## config.mk

```make
export PLATFORM = sky130hd
export DESIGN_NAME = charger_mode_switch_control
export DESIGN_NICKNAME = d
export VERILOG_FILES = /design/src/design/charger_types_pkg.sv /design/src/design/charger_mode_switch_control.sv /design/src/design/rate_divider.sv /design/src/design/switch_position_filter.sv
export VERILOG_INCLUDE_DIRS = /design/src /design/src/design
export SDC_FILE = /design/constraint.sdc
export NUM_CORES = 1
export LEC_CHECK = 0
export BUFFER_PORTS_ARGS = -buffer_cell sky130_fd_sc_hd__buf_2
export CAP_MARGIN = 20
export CORE_MARGIN = 2
export CORE_UTILIZATION = 30
export CTS_CLUSTER_SIZE = 24
export DETAILED_ROUTE_END_ITERATION = 12
export HOLD_SLACK_MARGIN = 0.06
export PLACE_DENSITY = 0.52
export SLEW_MARGIN = 20
export SYNTH_ARGS = -nofsm -noshare
export SYNTH_HDL_FRONTEND = slang
export SYNTH_SLANG_ARGS = --single-unit
```

## constraint.sdc

```tcl
create_clock -name mclk -period 3.82 [get_ports mclk]
set_clock_uncertainty 0.15 [all_clocks]
set_input_delay 0.764 -clock mclk [delete_from_list [all_inputs] [get_ports mclk]]
set_output_delay 0.764 -clock mclk [all_outputs]
set_load 0.005 [all_outputs]
```

## src/design/charger_defines.svh

```systemverilog
// offsets, field positions, reset values and timing counts of the mode controller
`ifndef CHARGER_DEFINES_SVH
`define CHARGER_DEFINES_SVH

// clock and tick timing
`define CLK_PERIOD_NS    32'h0000000a
`define TICK_PERIOD_NS   32'h000f4240
`define TICK_CYCLES      (`TICK_PERIOD_NS / `CLK_PERIOD_NS)
`define MS_PER_S         32'h000003e8

// gesture timing in milliseconds, and the number of blink half-periods
`define INTERVAL_MIN_MS  12'h1f4
`define INTERVAL_MAX_MS  12'h7d0
`define BLINK_HALF_MS    12'h0fa
`define BLINK_COUNT      4'ha
`define SELECT_MS        12'h7d0
`define GTIME_MAX        12'hfff

// equalisation timing in seconds and voltage offsets in volts
`define EQ_TIME_S        16'h0e10
`define EQ_OFFSET_12V    2'h1
`define EQ_OFFSET_24V    2'h2

// register byte addresses
`define ADDR_CONTROL     4'h0
`define ADDR_ABS_TIME    4'h4
`define ADDR_DEBOUNCE    4'h8
`define ADDR_STATUS      4'hc

// control register fields
`define CTRL_BAT24_BIT   0
`define CTRL_SET_LSB     8

// reset values
`define CONTROL_RST      16'h4000
`define ABS_TIME_RST     16'h1c20
`define DEBOUNCE_RST     8'h32

`endif

```

## src/design/charger_types_pkg.sv

```systemverilog
// types shared by the mode controller files
package charger_types_pkg;

  typedef enum logic [1:0] {
    pos_off     = 2'h0,
    pos_on      = 2'h1,
    pos_charger = 2'h2
  } pos_type;

  typedef enum logic [1:0] {
    stage_bulk       = 2'h0,
    stage_absorption = 2'h1,
    stage_float      = 2'h2
  } stage_type;

  typedef enum logic [1:0] {
    mode_normal     = 2'h0,
    mode_equalise   = 2'h1,
    mode_forced_abs = 2'h2
  } charge_mode_type;

  typedef enum logic [3:0] {
    gst_idle      = 4'h0,
    gst_armed     = 4'h1,
    gst_first     = 4'h2,
    gst_back      = 4'h3,
    gst_blink     = 4'h4,
    gst_sel_bulk  = 4'h5,
    gst_sel_abs   = 4'h6,
    gst_sel_float = 4'h7
  } gesture_type;

endpackage : charger_types_pkg

```

## src/design/charger_mode_switch_control.sv

```systemverilog
// mode switch decoding, power path selection and indicator control
`timescale 1ns/100ps
`include "charger_defines.svh"
module charger_mode_switch_control
  import charger_types_pkg::*;
#(
  parameter int TICK_CYCLES = `TICK_CYCLES
) (
  input  wire logic        mclk,
  input  wire logic        reset,
  input  wire pos_type     front_pos,
  input  wire pos_type     remote_pos,
  input  wire logic        remote_present,
  input  wire pos_type     panel_pos,
  input  wire logic        panel_present,
  input  wire logic        primary_ac_input_ok,
  input  wire logic        secondary_ac_input_ok,
  input  wire logic        load_exceeds_input,
  input  wire stage_type   charge_stage,
  input  wire logic        overload,
  input  wire logic        low_battery,
  input  wire logic        ripple_high,
  input  wire logic [3:0]  address,
  input  wire logic        read,
  input  wire logic        write,
  input  wire logic [31:0] writedata,
  input  wire logic [3:0]  byteenable,
  output logic [31:0]      readdata,
  output logic             waitrequest,
  output logic             inverter_on,
  output logic             primary_ac_input_relay,
  output logic             secondary_ac_input_relay,
  output logic             grid_only_ac_output_relay,
  output logic             charger_on,
  output logic             lamp_inverter,
  output logic             lamp_mains,
  output logic             lamp_bulk,
  output logic             lamp_absorption,
  output logic             lamp_float,
  output logic             lamp_overload,
  output logic             lamp_low_battery,
  output logic [1:0]       voltage_offset,
  output logic [7:0]       current_limit,
  output logic             equalising,
  output logic             forced_absorption
);
  if (TICK_CYCLES < 2) begin : bad_tick
    $error("TICK_CYCLES must be at least 2");
  end

  function automatic logic [31:0] merge_bytes(input logic [31:0] old_v,
                                              input logic [31:0] new_v,
                                              input logic [3:0]  be);
    for (int i = 0; i < 4; i++)
      merge_bytes[8*i +: 8] = be[i] ? new_v[8*i +: 8] : old_v[8*i +: 8];
  endfunction : merge_bytes

  // front must be on for remote and panel to act; off outranks charger-only
  function automatic pos_type combine_pos(input pos_type f, input pos_type r,
                                          input logic rp, input pos_type p,
                                          input logic pp);
    if (f != pos_on)
      combine_pos = f;
    else if ((rp && r == pos_off) || (pp && p == pos_off))
      combine_pos = pos_off;
    else if ((rp && r == pos_charger) || (pp && p == pos_charger))
      combine_pos = pos_charger;
    else
      combine_pos = pos_on;
  endfunction : combine_pos

  logic             ms_tick;
  logic             sec_tick;
  pos_type          pos;
  gesture_type      gstate;
  gesture_type      next_gstate;
  charge_mode_type  mode;
  logic [11:0]      gtime;
  logic [3:0]       bcnt;
  logic [15:0]      mtime;
  logic [7:0]       fcnt;
  logic             flash;
  logic             ripple_fault;
  logic [15:0]      control;
  logic [15:0]      abs_time;
  logic [7:0]       debounce;
  logic             sel_eq;
  logic             sel_fabs;
  logic             next_bulk;
  logic             next_abs;
  logic             next_float;

  rate_divider #(.DIVIDE(TICK_CYCLES)) ms_div (
    .mclk   (mclk),
    .reset  (reset),
    .enable (1'b1),
    .tick   (ms_tick)
  );

  rate_divider #(.DIVIDE(`MS_PER_S)) sec_div (
    .mclk   (mclk),
    .reset  (reset),
    .enable (ms_tick),
    .tick   (sec_tick)
  );

  wire pos_type raw_pos = combine_pos(front_pos, remote_pos, remote_present,
                                      panel_pos, panel_present);

  switch_position_filter filter (
    .mclk      (mclk),
    .reset     (reset),
    .ms_tick   (ms_tick),
    .raw_pos   (raw_pos),
    .threshold (debounce),
    .pos       (pos)
  );

  // register bus decode
  wire        req      = read | write;
  wire        hit_ctrl = address == `ADDR_CONTROL;
  wire        hit_abs  = address == `ADDR_ABS_TIME;
  wire        hit_deb  = address == `ADDR_DEBOUNCE;
  wire        hit_stat = address == `ADDR_STATUS;
  wire        commit   = write && !waitrequest;
  wire        bat24    = control[`CTRL_BAT24_BIT];
  wire [7:0]  charge_set = control[`CTRL_SET_LSB +: 8];
  wire [31:0] status   = {22'h000000, charger_on, ripple_fault, mode, gstate, pos};
  wire [31:0] read_mux = hit_ctrl ? {16'h0000, control} :
                         hit_abs  ? {16'h0000, abs_time} :
                         hit_deb  ? {24'h000000, debounce} :
                         hit_stat ? status : 32'h00000000;
  wire [31:0] merged   = merge_bytes(read_mux, writedata, byteenable);

  always_ff @(posedge mclk) begin
    if (reset) begin
      waitrequest <= 1'b1;
      readdata    <= 32'h00000000;
      control     <= `CONTROL_RST;
      abs_time    <= `ABS_TIME_RST;
      debounce    <= `DEBOUNCE_RST;
    end else begin
      waitrequest <= !(req && waitrequest);
      if (read && waitrequest)
        readdata <= read_mux;
      if (commit && hit_ctrl)
        control <= merged[15:0];
      if (commit && hit_abs)
        abs_time <= merged[15:0];
      if (commit && hit_deb)
        debounce <= merged[7:0];
    end
  end

  // power path
  wire ac_ok     = primary_ac_input_ok | secondary_ac_input_ok;
  wire passing   = ac_ok && pos != pos_off;
  wire next_inv  = !ripple_fault && pos == pos_on &&
                   (!ac_ok || load_exceeds_input);
  wire all_on    = front_pos == pos_on && (!remote_present || remote_pos == pos_on) &&
                   (!panel_present || panel_pos == pos_on);

  always_ff @(posedge mclk) begin
    if (reset)
      ripple_fault <= 1'b0;
    else if (ripple_high && pos != pos_off)
      ripple_fault <= 1'b1;
    else if (pos == pos_off)
      ripple_fault <= 1'b0;
  end

  // gesture recogniser
  wire in_window = gtime >= `INTERVAL_MIN_MS && gtime <= `INTERVAL_MAX_MS;
  wire late      = gtime > `INTERVAL_MAX_MS;
  wire half_done = ms_tick && gtime == `BLINK_HALF_MS - 12'h001;
  wire sel_done  = ms_tick && gtime == `SELECT_MS - 12'h001;

  always_comb begin
    next_gstate = gstate;
    sel_eq      = 1'b0;
    sel_fabs    = 1'b0;
    if (pos == pos_off)
      next_gstate = gst_idle;
    else unique case (gstate)
      gst_idle:
        if (all_on) next_gstate = gst_armed;
      gst_armed:
        if (pos == pos_charger) next_gstate = gst_first;
      gst_first:
        if (pos == pos_on) next_gstate = in_window ? gst_back : gst_idle;
        else if (late) next_gstate = gst_idle;
      gst_back:
        if (pos == pos_charger) next_gstate = in_window ? gst_blink : gst_idle;
        else if (late) next_gstate = gst_idle;
      gst_blink:
        if (half_done && bcnt == `BLINK_COUNT - 4'h1) next_gstate = gst_sel_bulk;
      gst_sel_bulk:
        if (pos == pos_on) begin
          sel_eq      = 1'b1;
          next_gstate = gst_idle;
        end else if (sel_done) next_gstate = gst_sel_abs;
      gst_sel_abs:
        if (pos == pos_on) begin
          sel_fabs    = 1'b1;
          next_gstate = gst_idle;
        end else if (sel_done) next_gstate = gst_sel_float;
      gst_sel_float:
        if (pos == pos_on || sel_done) next_gstate = gst_idle;
      default:
        next_gstate = gst_idle;
    endcase
  end

  always_ff @(posedge mclk) begin
    if (reset) begin
      gstate <= gst_idle;
      gtime  <= 12'h000;
      bcnt   <= 4'h0;
    end else begin
      gstate <= next_gstate;
      if (next_gstate != gstate || (gstate == gst_blink && half_done))
        gtime <= 12'h000;
      else if (ms_tick && gtime != `GTIME_MAX)
        gtime <= gtime + 12'h001;
      if (gstate != gst_blink)
        bcnt <= 4'h0;
      else if (half_done)
        bcnt <= bcnt + 4'h1;
    end
  end

  // charge mode timer in seconds
  wire [15:0] mode_limit = mode == mode_equalise ? `EQ_TIME_S : abs_time;

  always_ff @(posedge mclk) begin
    if (reset) begin
      mode  <= mode_normal;
      mtime <= 16'h0000;
    end else if (!passing) begin
      mode <= mode_normal;
    end else if (sel_eq || sel_fabs) begin
      mode  <= sel_eq ? mode_equalise : mode_forced_abs;
      mtime <= 16'h0000;
    end else if (sec_tick && mode != mode_normal) begin
      if (mtime >= mode_limit - 16'h0001)
        mode <= mode_normal;
      else
        mtime <= mtime + 16'h0001;
    end
  end

  // free-running flash phase for indicators
  always_ff @(posedge mclk) begin
    if (reset) begin
      fcnt  <= 8'h00;
      flash <= 1'b0;
    end else if (ms_tick) begin
      if (fcnt == 8'(`BLINK_HALF_MS - 12'h001)) begin
        fcnt  <= 8'h00;
        flash <= ~flash;
      end else begin
        fcnt <= fcnt + 8'h01;
      end
    end
  end

  // charge stage lamps
  always_comb begin
    next_bulk  = 1'b0;
    next_abs   = 1'b0;
    next_float = 1'b0;
    if (gstate == gst_blink) begin
      next_bulk  = ~bcnt[0];
      next_abs   = ~bcnt[0];
      next_float = ~bcnt[0];
    end else if (gstate == gst_sel_bulk || gstate == gst_sel_abs ||
                 gstate == gst_sel_float) begin
      next_bulk  = gstate == gst_sel_bulk;
      next_abs   = gstate == gst_sel_abs;
      next_float = gstate == gst_sel_float;
    end else if (passing) begin
      if (mode == mode_equalise) begin
        next_bulk = flash;
        next_abs  = ~flash;
      end else if (mode == mode_forced_abs) begin
        next_abs = 1'b1;
      end else begin
        unique case (charge_stage)
          stage_bulk:       next_bulk  = 1'b1;
          stage_absorption: next_abs   = 1'b1;
          default:          next_float = 1'b1;
        endcase
      end
    end
  end

  always_ff @(posedge mclk) begin
    if (reset) begin
      inverter_on               <= 1'b0;
      primary_ac_input_relay    <= 1'b0;
      secondary_ac_input_relay  <= 1'b0;
      grid_only_ac_output_relay <= 1'b0;
      charger_on                <= 1'b0;
      lamp_inverter             <= 1'b0;
      lamp_mains                <= 1'b0;
      lamp_bulk                 <= 1'b0;
      lamp_absorption           <= 1'b0;
      lamp_float                <= 1'b0;
      lamp_overload             <= 1'b0;
      lamp_low_battery          <= 1'b0;
      voltage_offset            <= 2'h0;
      current_limit             <= 8'h00;
      equalising                <= 1'b0;
      forced_absorption         <= 1'b0;
    end else begin
      inverter_on               <= next_inv;
      lamp_inverter             <= next_inv;
      primary_ac_input_relay    <= passing && primary_ac_input_ok;
      secondary_ac_input_relay  <= passing && !primary_ac_input_ok;
      grid_only_ac_output_relay <= passing;
      charger_on                <= passing;
      lamp_mains                <= passing;
      lamp_bulk                 <= next_bulk;
      lamp_absorption           <= next_abs;
      lamp_float                <= next_float;
      lamp_overload             <= ripple_fault ? flash : overload;
      lamp_low_battery          <= ripple_fault ? flash : low_battery;
      voltage_offset            <= mode != mode_equalise ? 2'h0 :
                                   bat24 ? `EQ_OFFSET_24V : `EQ_OFFSET_12V;
      current_limit             <= mode == mode_equalise ? {2'h0, charge_set[7:2]} :
                                   charge_set;
      equalising                <= mode == mode_equalise;
      forced_absorption         <= mode == mode_forced_abs;
    end
  end
endmodule : charger_mode_switch_control

```

## src/design/rate_divider.sv

```systemverilog
// enable divider: one tick pulse every DIVIDE enabled cycles
`timescale 1ns/100ps
module rate_divider #(
  parameter int DIVIDE = 1000
) (
  input  wire logic mclk,
  input  wire logic reset,
  input  wire logic enable,
  output logic      tick
);
  localparam int CW = $clog2(DIVIDE);

  if (DIVIDE < 2) begin : bad_divide
    $error("rate_divider needs DIVIDE of at least 2");
  end

  logic [CW-1:0] count;
  wire           wrap = enable && (count == CW'(DIVIDE - 1));

  always_ff @(posedge mclk) begin
    if (reset) begin
      count <= '0;
      tick  <= 1'b0;
    end else begin
      tick <= wrap;
      if (wrap)
        count <= '0;
      else if (enable)
        count <= count + 1'b1;
    end
  end
endmodule : rate_divider

```

## src/design/switch_position_filter.sv

```systemverilog
// switch position filter that hides short dwells in the off position
`timescale 1ns/100ps
module switch_position_filter
  import charger_types_pkg::*;
(
  input  wire logic       mclk,
  input  wire logic       reset,
  input  wire logic       ms_tick,
  input  wire pos_type    raw_pos,
  input  wire logic [7:0] threshold,
  output pos_type         pos
);
  logic [7:0] dwell;

  always_ff @(posedge mclk) begin
    if (reset) begin
      pos   <= pos_off;
      dwell <= 8'h00;
    end else if (raw_pos != pos_off) begin
      pos   <= raw_pos;
      dwell <= 8'h00;
    end else if (dwell >= threshold) begin
      pos <= pos_off;
    end else if (ms_tick) begin
      dwell <= dwell + 8'h01;
    end
  end
endmodule : switch_position_filter

```

* Word-level counts from Yosys, hierarchy flattened
Index checks and enable logic that the tools add are counted.
** Operators by class
- Add/subtract/negate cells :: 8
- $lt $le $gt $ge :: 5
- Equal/unequal tests :: 32
- Multiplexer cells :: 64
- Bitwise operators :: 6
- Reductions and logical operators :: 69
** Operators with widths (number)
- $mux W16 :: 6
- $mux W4 :: 12
- $pmux W4 S8 :: 1
- $mux W1 :: 27
- $logic_and A1 B1 Y1 :: 26
- $mux W8 :: 3
- $mux W2 :: 11
- $eq A4 B3 Y1 const B :: 5
- $mux W10 :: 2
- $reduce_or A2 Y1 :: 9
- $add A17 B1 Y17 const B :: 1
- $eq A17 B17 Y1 const B :: 1
- $add A16 B1 Y16 const B :: 1
- $add A8 B1 Y8 const B :: 2
- $ge A16 B16 Y1 :: 1
- $sub A16 B1 Y16 const B :: 1
- $reduce_bool A2 Y1 :: 7
- $add A12 B1 Y12 const B :: 1
- $eq A12 B11 Y1 const B :: 1
- $eq A12 B8 Y1 const B :: 1
- $eq A2 B1 Y1 const B :: 6
- $eq A4 B4 Y1 const B :: 3
- $ge A12 B9 Y1 const B :: 1
- $gt A12 B11 Y1 const B :: 1
- 24 further kinds :: 54
** Word-level totals
- Register bits :: 181
- Bits of input ports :: 60
- Output and inout port bits :: 57

* Logic depth before layout (Yosys ltp)
Gate-level depths: netlist (run 1).
- Depth in word-level cells :: 10
- Mapped depth :: 19
- Gate-level depth less buffers :: 16

* Modules after synthesis
A second synthesis (run 1) with hierarchy kept.
** Second synthesis, totals
- Cells, all modules :: 1069
- Area total of the unflattened synthesis :: 8814.7 µm²
** Modules (own cells, without submodules)
- charger_mode_switch_control :: instances 1, cells an instance 837, area an instance 6767.7 µm²
- rate_divider (ms_div) :: instances 1, cells an instance 95, area an instance 827.0 µm²
- switch_position_filter :: instances 1, cells an instance 78, area an instance 670.6 µm²
- rate_divider (sec_div) :: instances 1, cells an instance 59, area an instance 549.3 µm²

* Worst setup path after synthesis (run 1)
No wires, ideal clock.
- Path kind :: flip-flop to flip-flop
- Start point :: register mode[0]
- End point :: register mode[0]
- Library setup time :: 0.129 ns
- Data arrival time :: 3.655 ns
- Data required time :: 3.541 ns
- Slack :: -0.114 ns
- Stages on the path, launching flop included :: 20
- Buffers on the path :: 3
- Cell sequence :: dfxtp_1 clkbuf_1 nand2b_1 clkbuf_1 nand2_1 ha_1 nand2_1 nor3_1 nor3b_1 xor2_1 nor2_1 ha_1 and4_1 o2111ai_1 a31o_2 a31oi_1 buf_2 nor3b_1 a221oi_1 nor2_1
** Between the ends
- Cells in the longest elaborated chain, start to end :: 6
** Ends and longest elaborated chain
- start: declaration :: line charger_mode_switch_control.sv:77 : charge_mode_type mode;
- start signal: assignment :: line charger_mode_switch_control.sv:237 : mode <= mode_normal;
- start signal: assignment :: line charger_mode_switch_control.sv:240 : mode <= mode_normal;
- start signal: assignment :: line charger_mode_switch_control.sv:242 : mode <= sel_eq ? mode_equalise : mode_forced_abs;
- $eq A2 B1 Y1 :: line charger_mode_switch_control.sv:233 : wire [15:0] mode_limit = mode == mode_equalise ? `EQ_TIME_S : abs_time;
- $mux W16 :: line charger_mode_switch_control.sv:233
- $sub A16 B1 Y16 :: line charger_mode_switch_control.sv:245 : if (mtime >= mode_limit - 16'h0001)
- $ge A16 B16 Y1 :: line charger_mode_switch_control.sv:245
- $reduce_bool A2 Y1 (no line)
- $reduce_and A2 Y1 (no line) *
Mark *: on every way between the ends. The rest lies on a longest branch, timed or not.
A chain may end at the register's enable or synchronous reset.

* Final worst setup path (run 1)
- Start point :: register mode[1]
- End point :: register mtime[14]
** Between the ends
- Cells in the longest elaborated chain, start to end :: 6
** Ends and longest elaborated chain
- $eq A2 B1 Y1 :: line charger_mode_switch_control.sv:233
- $mux W16 :: line charger_mode_switch_control.sv:233
- $sub A16 B1 Y16 :: line charger_mode_switch_control.sv:245
- $ge A16 B16 Y1 :: line charger_mode_switch_control.sv:245
- $ne A2 B2 Y1 (no line)
- $reduce_and A3 Y1 (no line) *
- end signal: assignment :: line charger_mode_switch_control.sv:248 : mtime <= mtime + 16'h0001;
- end: declaration :: line charger_mode_switch_control.sv:80 : logic [15:0] mtime;
Marks and branches as above.

==> results of run 1 <==
[state kept, by name (all words and copies together) (netlist names), 10 cells and up]
| name | flops |
|---|---|
| control | 16 |
| gtime | 12 |
| mtime | 16 |
| readdata | 16 |
| ms_div.count | 17 |
| abs_time | 16 |
| sec_div.count | 10 |
[synth_stat cells (13+ instances only)]
cell type / number
nor4_1: 17
nand2_1: 141
xnor2_1: 28
ha_1: 36
nor2_1: 164
buf_4: 19
nand2b_1: 15
nand4_1: 21
xor2_1: 33
o21ai_0: 24
or3_1: 13
clkbuf_1: 39
a21oi_1: 81
nand3_1: 31
mux2i_1: 22
nor3_1: 26
inv_1: 30
dfxtp_1: 165
[critical path, cell delays in order, from the launching register on]
cell	delay [ns]
dfxtp_1	0.31
nand2b_1	0.18
nand2_1	0.11
ha_2	0.23
nand2_2	0.09
nor3_2	0.20
nor3b_2	0.20
xor2_1	0.17
nor2_1	0.06
ha_1	0.28
and4_1	0.21
o2111ai_1	0.12
a31o_2	0.25
a31oi_4	0.30
o22a_2	0.26
buf_4	0.12
o21ai_0	0.07
a21oi_1	0.12
[routing by layer]
layer | GRT usage [%] | up-vias
met3 | 2.84 | 21
met1 | 21.2 | 3469
met4 | 4.48 | 0
met5 | 0 | -
met2 | 22.9 | 156
li1 | - | 3842
[power breakdown]
part	leakage, nW	switching (mW)	internal, mW	total, mW
clock	0.280	0.836	0.876	1.71
combinational	2.34	0.142	0.0786	0.220
sequential	1.34	0.0227	1.74	1.77
total	3.95	1.00	2.70	3.70
[final timing paths]
kind	to	slack, ns
max	mtime[14]	0.32
min	control[3]	0.31
max reg2reg	mtime[14]	0.32
min reg2reg	control[3]	0.31
[kinds of logic (layout without fill, tap and decap cells)]
family / after synthesis / after routing / share of synthesized area (%)
adder cells (fa/ha/maj): 36 / 36 / 5.25
XOR/XNOR: 61 / 61 / 6.23
multiplexers: 25 / 25 / 2.96
flip-flops: 165 / 165 / 38.5
other: 1 / 18 / 0.0437
buffers and inverters: 102 / 165 / 5.51
AND/OR/NAND/NOR: 492 / 492 / 27.2
AO/OA/AOI/OAI: 192 / 192 / 14.3
[per-stage QoR]
stage               std cells  hold WS, ns  utilization [%]
floorplan                1090        0.280                -
global placement         1497        0.293             33.2
detailed placement       1497        0.297             33.3
CTS                      1529        0.307             35.3
global route             1532        0.332             35.6
finish                   1532        0.307             35.6
[layout make-up]
class	count	area [sq um]
sequential	165	3300
multi-input combinational	823	4940
clock buffer	17	425
timing repair buffer	103	568
tap	378	473
clock inverter	15	151
antenna	1	2.50
fill	2965	18000
inverter	30	113
[placed cells by master (no fill, tap or decap), drive strengths merged, types with 19 or more instances in the layout]
| cell | count |
|---|---|
| a21oi | 81 |
| nand3 | 31 |
| mux2i | 22 |
| xor2 | 33 |
| nor3 | 26 |
| nand2 | 141 |
| xnor2 | 28 |
| nor4 | 19 |
| nand4 | 21 |
| dfxtp | 165 |
| ha | 36 |
| nor2 | 164 |
| o21ai | 27 |
| inv | 41 |
| buf | 103 |
[what timing repair did]
| action | CTS | global route |
|---|---|---|
| setup endpoints to repair | 0 | 18 |
| hold buffers | 0 | 0 |
| gates resized for setup | 0 | 13 |
| buffers inserted | 0 | 2 |
==> results by group, run 1 <==
Worst setup path
  • Critical path type: reg -> reg
  • Worst EP arrival: 3.71 ns
  • CP Capture Type: flop
  • Reg2reg path depth: 17
  • Critical Path Source Type: flop
  • Data required time of the worst path: 4.03 ns
  • Reg2reg start: mode[1]
  • Worst-path fanout max: 7
  • Crit path launch: mode[1]

Yosys
  • Post-synth top area cell: dfxtp_1
  • Synth warn: 0
  • Register area share after synthesis: 38.5%
  • Cell variety after synth: 68
  • Flops & latches, synth: 165
  • Netlist Area Pre-Place: 0.00858 sq mm
  • Syn Inst Count: 1,074
  • Mean Syn Cell Area: 7.99 sq um
  • Top cell type's share of synthesized area: 38.5%
  • Predominant post-synthesis flop cell: dfxtp_1
  • Number of synthesized flops with an enable pin: 0
  • Largest cells by area after synthesis: dfxtp_1 38%, nor2_1 7.2%, nand2_1 6.2%
  • Async S/R FF share, synth: 0%

Clock tree
  • TritonCTS buffer count: 17
  • CTS tree: built
  • Clock Latency Late Sink: 0.44 ns
  • Deepest clock path buffer count: 2
  • Root Buffer: clkbuf_16
  • Clock sink count: 165
  • CTS H-Tree Depth: 4
  • Worst-path clk slew: 0.08 ns

STA
  • Slew headroom: between 40% and 50%
  • Setup TNS: 0 ns
  • Final min period: 3.50 ns
  • Worst slew pin tran: 0.808 ns
  • Final setup margin: 0.318 ns
  • Fin. max-slew vios: 0
  • RSZ-0062 raised after global routing: false
  • Setup Viol. Count Final: 0
  • Fin. Hold Viols: 0
  • Part of the cycle the worst path needs: between 90 and 100%
  • Max Freq: ~290 MHz

Finish
  • Area delta synth->final: 16.2%
  • Cell area after layout: 0.00997 sq mm
  • Nets: 1,236
  • Share of cells above drive strength 1: approximately 14%

Detailed routing
  • DRC: 0
  • M1 WL: 11,300 microns
  • Wire per inst: 14.7 microns
  • Drt pass-1 iters: 5
  • Via Count: 7,488
  • Iter 0 DRT Violations: just over 500
  • Met3 wire len: 907 microns
  • Routed Antenna Nets: 0
  • WL final: 22,500 microns
  • Uppermost layer routed: met4
  • DR WL met2: roughly 10000 microns
  • Via/cell ratio: 4.89

Global routing
  • Total GRT Usage: around 15%
  • First-pass GRT wire length: around 37,000 microns
  • Initial antenna violation count: 1
  • Vias in the first global route: approximately 7k
  • Largest net degree at the start of global routing: between 70 and 80
  • Remaining global-route overflow: 0

Power and ir drop
  • PD cells: about 370 mW/mm^2
  • Leakage power: 3.95 nW
  • IR drop worst, VDD: 212 uV
  • Tot Pwr: 3.70 mW

Floorplan
  • Starting Density: 30.6%
  • Die Height: 173 microns
  • Placement Rows: 61
  • I/O Pins: 117
  • Core area: 0.0280 sq mm
  • Total Die Area: 0.0300 sq mm
  • Die W: 173 microns

Hold path
  • Worst hold path depth: 2
  • Hold Path Class: reg -> reg
  • Worst hold start: control[3]

Job
  • Max Cap Viol: 0

Placement
  • Place WS: 0.0624 ns
  • Gpl congestion: 0.813
  • HPWL after DPL: between 15,000 and 20,000 microns
  • Dpl cell area: 0.00932 sq mm
  • Port Buffers: 82

Status
  • Status: completed
No activity file was read; power rests on OpenSTA's default activity.
==> run 2, diff against run 1 <==
- CTS_BUF_LIST: not set -> sky130_fd_sc_hd__clkbuf_4
==> results by group, run 2 (synthesis results as in run 1) <==
Worst setup path
  • Critical Path Source Type: flop
  • Worst-path fanout max: 8 (+1)
  • Data required time of the worst path: 4.18 ns (+0.15 ns)
  • Critical path type: reg -> reg
  • Worst EP arrival: 3.88 ns (+0.17 ns)
  • CP Capture Type: flop

STA
  • Final min period: 3.53 ns (+0.0250 ns)
  • Setup Viol. Count Final: 0 (unchanged)
  • Max Freq: 284 MHz (-0.71%)
  • Final setup margin: 0.293 ns (-0.0250 ns)
  • Fin. max-slew vios: 0 (unchanged)
  • Worst slew pin tran: 0.807 ns (-0.00162 ns)
  • Slew headroom: 46.2% (+0.11 points)
  • Fin. Hold Viols: 0 (unchanged)
  • Part of the cycle the worst path needs: 92.3% (+0.65 points)

Floorplan
  • Placement Rows: 61 (unchanged)
  • Core area: 0.0280 sq mm (unchanged)
  • Total Die Area: 0.0300 sq mm (unchanged)
  • Die W: 173 microns (unchanged)
  • Die Height: 173 microns (unchanged)
  • Starting Density: 30.6% (unchanged)
  • I/O Pins: 117 (unchanged)

Global routing
  • Largest net degree at the start of global routing: 71 (unchanged)
  • Initial antenna violation count: 2 (+1)
  • Vias in the first global route: 6,866 (+0.087%)
  • Total GRT Usage: 14.8% (-0.17 points)
  • First-pass GRT wire length: 36,300 microns (-0.62%)
  • Remaining global-route overflow: 0 (unchanged)

Clock tree
  • Clock Latency Late Sink: 0.59 ns (+0.15 ns)
  • Clock sink count: 165 (unchanged)
  • Hold_buf cts: 0 (unchanged)
  • CTS H-Tree Depth: 4 (unchanged)
  • Root Buffer: clkbuf_4
  • TritonCTS buffer count: 17 (unchanged)
  • Worst-path clk slew: 0.17 ns (+0.09 ns)
  • Deepest clock path buffer count: 2 (unchanged)
  • CTS tree: built

Status
  • Status: completed

Hold path
  • Hold Path Class: in -> reg

Placement
  • Dpl cell area: 0.00932 sq mm (unchanged)
  • Place WS: 0.0624 ns (unchanged)
  • Port Buffers: 82 (unchanged)
  • HPWL after DPL: 16,400 microns (unchanged)
  • Gpl congestion: 0.813 (unchanged)

Power and ir drop
  • NetSw: 911 uW (-8.9%)
  • Leakage power: 3.81 nW (-3.5%)
  • Sequential power share: 58.3% (+10 points)
  • Internal power: 2.12 mW (-21%)
  • IR drop worst, VDD: 147 uV (-31%)
  • PD cells: 314 mW/mm^2 (-15%)
  • Combinational share of power: 7.2% (+1.2 points)
  • Sw Share: 30.0% (+3.0 points)
  • Power share of the clock group: 34.5% (-12 points)

Finish
  • Commonest non-fill, non-tap cell in the layout: dfxtp_1
  • Area delta synth->final: 12.7%
  • Nets: 1,235 (-0.081%)
  • Fill count: 3,001 (+1.2%)
  • Largest register FFs: 17 (unchanged)
  • Share of cells above drive strength 1: 14.0% (-0.25 points)
  • Top reg by flops: ms_div.count
  • Cell area after layout: 0.00967 sq mm (-3.0%)
  • Most frequent cells in the layout: 165 x dfxtp_1, 164 x nor2_1, 140 x nand2_1

Detailed routing
  • Via Count: 7,508 (+0.27%)
  • Via/cell ratio: 4.90 (+0.27%)
  • DRC: 0 (unchanged)
  • Drt pass-1 iters: 5 (unchanged)
  • Wire per inst: 14.6 microns (-0.36%)
  • Routed Antenna Nets: 0 (unchanged)
  • Iter 0 DRT Violations: 486 (-6.4%)
  • WL final: 22,400 microns (-0.36%)

Job
  • Max Cap Viol: 0 (unchanged)
run 2: worst max-delay path, stage by stage, from the launching register on:
cell	delay, ns
dfxtp_1	0.34
nand2b_1	0.18
nand2_1	0.15
ha_4	0.17
nand2_2	0.08
nor3_2	0.19
nor3b_2	0.20
xor2_1	0.17
nor2_1	0.06
ha_1	0.28
and4_1	0.21
o2111ai_1	0.12
a31o_2	0.25
a31oi_4	0.32
o22a_2	0.27
buf_4	0.12
o21ai_0	0.07
a21oi_1	0.12
run 2: cell type report:
cell class / count / area [sq um] / area share (%)
antenna: 2 / 5.00 / 0.0517
timing repair buffer: 102 / 561 / 5.80
clock buffer: 17 / 128 / 1.32
inverter: 30 / 113 / 1.16
sequential: 165 / 3300 / 34.2
multi-input combinational: 823 / 4940 / 51.1
tap: 378 / 473 / 4.89
clock inverter: 15 / 151 / 1.57
run 2: metrics by stage:
| stage | cells | power [mW] | util [%] | hold WS [ns] | setup TNS [ns] |
|---|---|---|---|---|---|
| 2_1_floorplan | 1090 | 1.95 | - | 0.280 | 0 |
| 3_3_place_gp | 1497 | 2.03 | 33.2 | 0.293 | 0 |
| 3_5_place_dp | 1497 | 2.03 | 33.3 | 0.297 | 0 |
| 4_1_cts | 1529 | 3.08 | 34.3 | 0.177 | 0 |
| 5_1_grt | 1532 | 3.18 | 34.5 | 0.185 | -0.00559 |
| 6_report | 1532 | 3.04 | 34.5 | 0.224 | 0 |
run 2: path summary, 6_finish.rpt:
path / from / to / slack, ns / cells after the start
max: mode[1] / mtime[14] / 0.29 / 17
max reg2reg: mode[1] / mtime[14] / 0.29 / 17
min reg2reg: control[3] / control[3] / 0.32 / 2
min: read / waitrequest / 0.22 / 2
run 2: timing repair:
action	4_1_cts	5_1_grt
buffers inserted	0	1
endpoints found under the setup margin	0	18
gates resized for setup	0	12
run 2: metal layers:
| layer | global-route usage [%] | part of all wire [%] |
|---|---|---|
| met4 | 4.27 | 1.1 |
| met1 | 20.9 | 50 |
| met5 | 0 | 0 |
| met3 | 2.57 | 4.2 |
| met2 | 22.9 | 45 |
run 2: power groups by stage:
stage                     Sequential (mW)  Clock, mW  Combinational, mW
after detailed placement             1.81          0              0.220
after floorplan                      1.80          0              0.150
after global routing                 1.77       1.16              0.245
final                                1.77       1.05              0.220
after CTS                            1.77       1.09              0.221
after global placement               1.80          0              0.221
==> run 3, diff against run 2 <==
- SETUP_SLACK_MARGIN: not set -> 0.1
- SYNTH_HIERARCHICAL: not set -> 1
==> results by group, run 3 <==
STA
  • Final setup margin: -0.242 ns (-0.535 ns)
  • Slew headroom: 35.8% (-10 points)
  • Part of the cycle the worst path needs: 106% (+14 points)
  • Fin. max-slew vios: 0 (unchanged)
  • Max Freq: 246 MHz (-13%)
  • Worst slew pin tran: 0.961 ns (+0.154 ns)
  • Setup Viol. Count Final: 16 (+16)
  • RSZ-0062 raised after global routing: true
  • Final min period: 4.06 ns (+0.535 ns)
  • Fin. Hold Viols: 0 (unchanged)

Yosys
  • Predominant post-synthesis flop cell: dfxtp_1
  • Cell variety after synth: 77 (+13%)
  • Most frequent cell after synthesis: dfxtp_1
  • Mux cell area share after synthesis: 2.56% (-0.41 points)
  • Largest cells by area after synthesis: dfxtp_1 37%, nor2_1 6.3%, ha_1 5.1%
  • Synth warn: 6 (+6)
  • Async S/R FF share, synth: 0% (unchanged)
  • Register area share after synthesis: 37.5% (-1.0 points)
  • Post-Synth XOR/XNOR Area: 5.17% (-1.1 points)
  • Synth Area in Compound Gates: 18.9% (+4.5 points)
  • Commonest cells in the netlist: 165 x dfxtp_1, 147 x nor2_1, 96 x nand2_1
  • Mean Syn Cell Area: 8.25 sq um (+3.2%)
  • Netlist Area Pre-Place: 0.00881 sq mm (+2.7%)
  • Largest family of logic cells by synthesized area: simple AND/OR/NAND/NOR gates
  • Top cell type's share of synthesized area: 37.5% (-1.0 points)
  • Number of synthesized flops with an enable pin: 0 (unchanged)
  • Synth Area in Adders: 5.11% (-0.14 points)
  • Post-synth top area cell: dfxtp_1
  • Flops & latches, synth: 165 (unchanged)
  • Post-Synth Simple-Gate Area: 25.3% (-1.8 points)
  • Syn Inst Count: 1,069 (-0.47%)

Hold path
  • Worst hold start: read
  • Worst hold path depth: 2 (unchanged)
  • Hold Path Class: in -> reg
  • Hold worst-path end: waitrequest

Global routing
  • Initial antenna violation count: 2 (unchanged)
  • Total GRT Usage: 14.7% (-0.074 points)
  • First-pass GRT wire length: 36,700 microns (+1.3%)
  • Largest net degree at the start of global routing: 59 (-17%)
  • Vias in the first global route: 7,185 (+4.6%)
  • Remaining global-route overflow: 0 (unchanged)

Status
  • Failing checks: negative setup slack
  • Status: finished with violations

Floorplan
  • Core area: 0.0288 sq mm (+2.7%)
  • Die W: 175 microns (+1.3%)
  • Die Height: 175 microns (+1.3%)
  • I/O Pins: 117 (unchanged)
  • Total Die Area: 0.0308 sq mm (+2.7%)
  • Starting Density: 30.6% (about the same)
  • Placement Rows: 62 (+1.6%)

Detailed routing
  • Via Count: 7,786 (+3.7%)
  • Wire per inst: 14.5 microns (-1.2%)
  • DRC: 0 (unchanged)
  • Via/cell ratio: 5.00 (+2.0%)
  • Routed Antenna Nets: 0 (unchanged)
  • WL final: 22,500 microns (+0.46%)
  • Drt pass-1 iters: 7 (+2)
  • Iter 0 DRT Violations: 441 (-9.3%)

Worst setup path
  • Critical Path Source Type: flop
  • R2R Setup Slk: -0.24 ns (-0.53 ns)
  • Worst-path fanout max: 6 (-2)
  • Most used cell, CP: or3_4
  • Reg2reg path depth: 15 (-2)
  • Worst EP arrival: 4.44 ns (+0.56 ns)
  • Reg2reg start: abs_time[4]
  • Buffer and inverter count on the worst path: 2 (+1)
  • Top delay family on crit path: simple AND/OR/NAND/NOR gates
  • Max incr delay on CP: 0.51 ns (+0.17 ns)
  • Critical path cell sequence: or3_4 -> nor4_4 -> nand2_1 -> or3_4 -> or3_1 -> a32oi_1 -> ha_1 -> and2_4 -> a221oi_4 -> inv_2 -> a2111oi_4 -> buf_4 -> nor2_4 -> or4_4 -> a21oi_2
  • Critical path type: reg -> reg
  • Reg2reg end: mtime[14]
  • Critical path's slowest cell: or4_4
  • CP Capture Type: flop
  • Data required time of the worst path: 4.20 ns (+0.02 ns)

Finish
  • Area delta synth->final: 15.5%
  • Most frequent cells in the layout: 164 x dfxtp_1, 145 x nor2_1, 94 x nand2_1
  • Nets: 1,254 (+1.5%)
  • Largest register FFs: 17 (unchanged)
  • Non-Filler Instances: 1,557 (+1.6%)
  • Final core utilization: 35.4% (+0.85 points)
  • Top reg by flops: ms_div/count
  • Share of cells above drive strength 1: 17.7% (+3.7 points)
  • Commonest non-fill, non-tap cell in the layout: dfxtp_1

Power and ir drop
  • Tot Pwr: 3.10 mW (+2.2%)
  • Leakage power: 3.88 nW (+1.8%)
  • PD cells: 305 mW/mm^2 (-2.9%)
  • IR drop worst, VDD: 161 uV (+9.9%)

Placement
  • Place WS: -0.192 ns (-0.255 ns)
  • Placed cells: 1,514 (+1.1%)
  • HPWL after DPL: 16,600 microns (+1.3%)
  • Gpl congestion: 0.795 (-2.2%)
  • Port Buffers: 82 (unchanged)

Clock tree
  • Deepest clock path buffer count: 2 (unchanged)
  • Worst-path clk slew: 0.19 ns (+0.02 ns)
  • Hold_buf cts: 0 (unchanged)
  • Clock sink count: 165 (unchanged)
  • CTS tree: built
  • TritonCTS buffer count: 17 (unchanged)
  • Clock Latency Late Sink: 0.60 ns (about the same)
  • Root Buffer: clkbuf_4
  • CTS H-Tree Depth: 4 (unchanged)

Job
  • Max Cap Viol: 0 (unchanged)
-- run 3: changes by cell type after synthesis, sizes merged, moves of 9 or more --
cell	delta
or3	+12
nand2	-45
a211oi	+29
nor2	-16
o21ai	+9
nor2b	+9
a2111oi	+17
-- run 3: worst max path at each step --
stage | from | slack (ns) | endpoint | cells after the start
5_1_grt | abs_time[4] | -0.48 | mtime[14] | 15
3_5_place_dp | abs_time[2] | -0.19 | mtime[14] | 15
4_1_cts | abs_time[4] | -0.22 | mtime[14] | 15
6_report | abs_time[4] | -0.24 | mtime[14] | 15
2_1_floorplan | mode[1] | -0.09 | mtime[14] | 16
3_3_place_gp | abs_time[2] | -0.11 | mtime[14] | 15
-- run 3: where the power goes --
group          total [mW]  leakage (nW)  switching (mW)  internal [mW]
logic               0.221          2.38           0.143         0.0773
registers            1.77          1.33          0.0229           1.74
clock network        1.12         0.169           0.748          0.369
total                3.10          3.88           0.914           2.19
-- run 3: logic make-up (layout without fill, tap and decap cells) --
family,after synthesis,in the layout
AOI/OAI and AO/OA,241,241
xor gates and xnor gates,52,52
adders and majority gates,36,36
buffers and inverters,103,188
DFF,165,165
muxes,22,22
other,2,20
and+or+nand+nor,448,449
-- run 3: metal layers --
metal	vias to the layer above	global-route usage (%)	part of all wire, %
met4	0	3.89	1.3
li1	3995	-	-
met5	-	0	0
met3	23	2.92	3.6
met1	3624	20.1	49
met2	144	23.7	46
-- run 3: per-stage QoR --
step                instance area (sq um)  hold WS, ns  setup TNS, ns
floorplan                            8950        0.278         -0.292
global placement                     9730        0.293         -0.544
detailed placement                   9730        0.298          -1.46
CTS                                 10100        0.141          -2.29
global route                        10200        0.129          -6.91
finish                              10200        0.194          -2.78
-- run 3: cell type report --
type,count,area (sq um)
Multi-Input combinational cell,818,5220
Fill cell,3052,18600
Sequential cell,165,3300
Clock buffer,17,128
Tap cell,384,480
Inverter,29,109
Clock inverter,15,180
Antenna cell,2,5.00
Timing Repair Buffer,127,759
-- run 3: timing repair --
action / CTS / global route
resized for setup: 3 / 18
buffers inserted: 4 / 4
pin swaps: 0 / 10
cloned: 1 / 0
setup endpoints to repair: 16 / 18
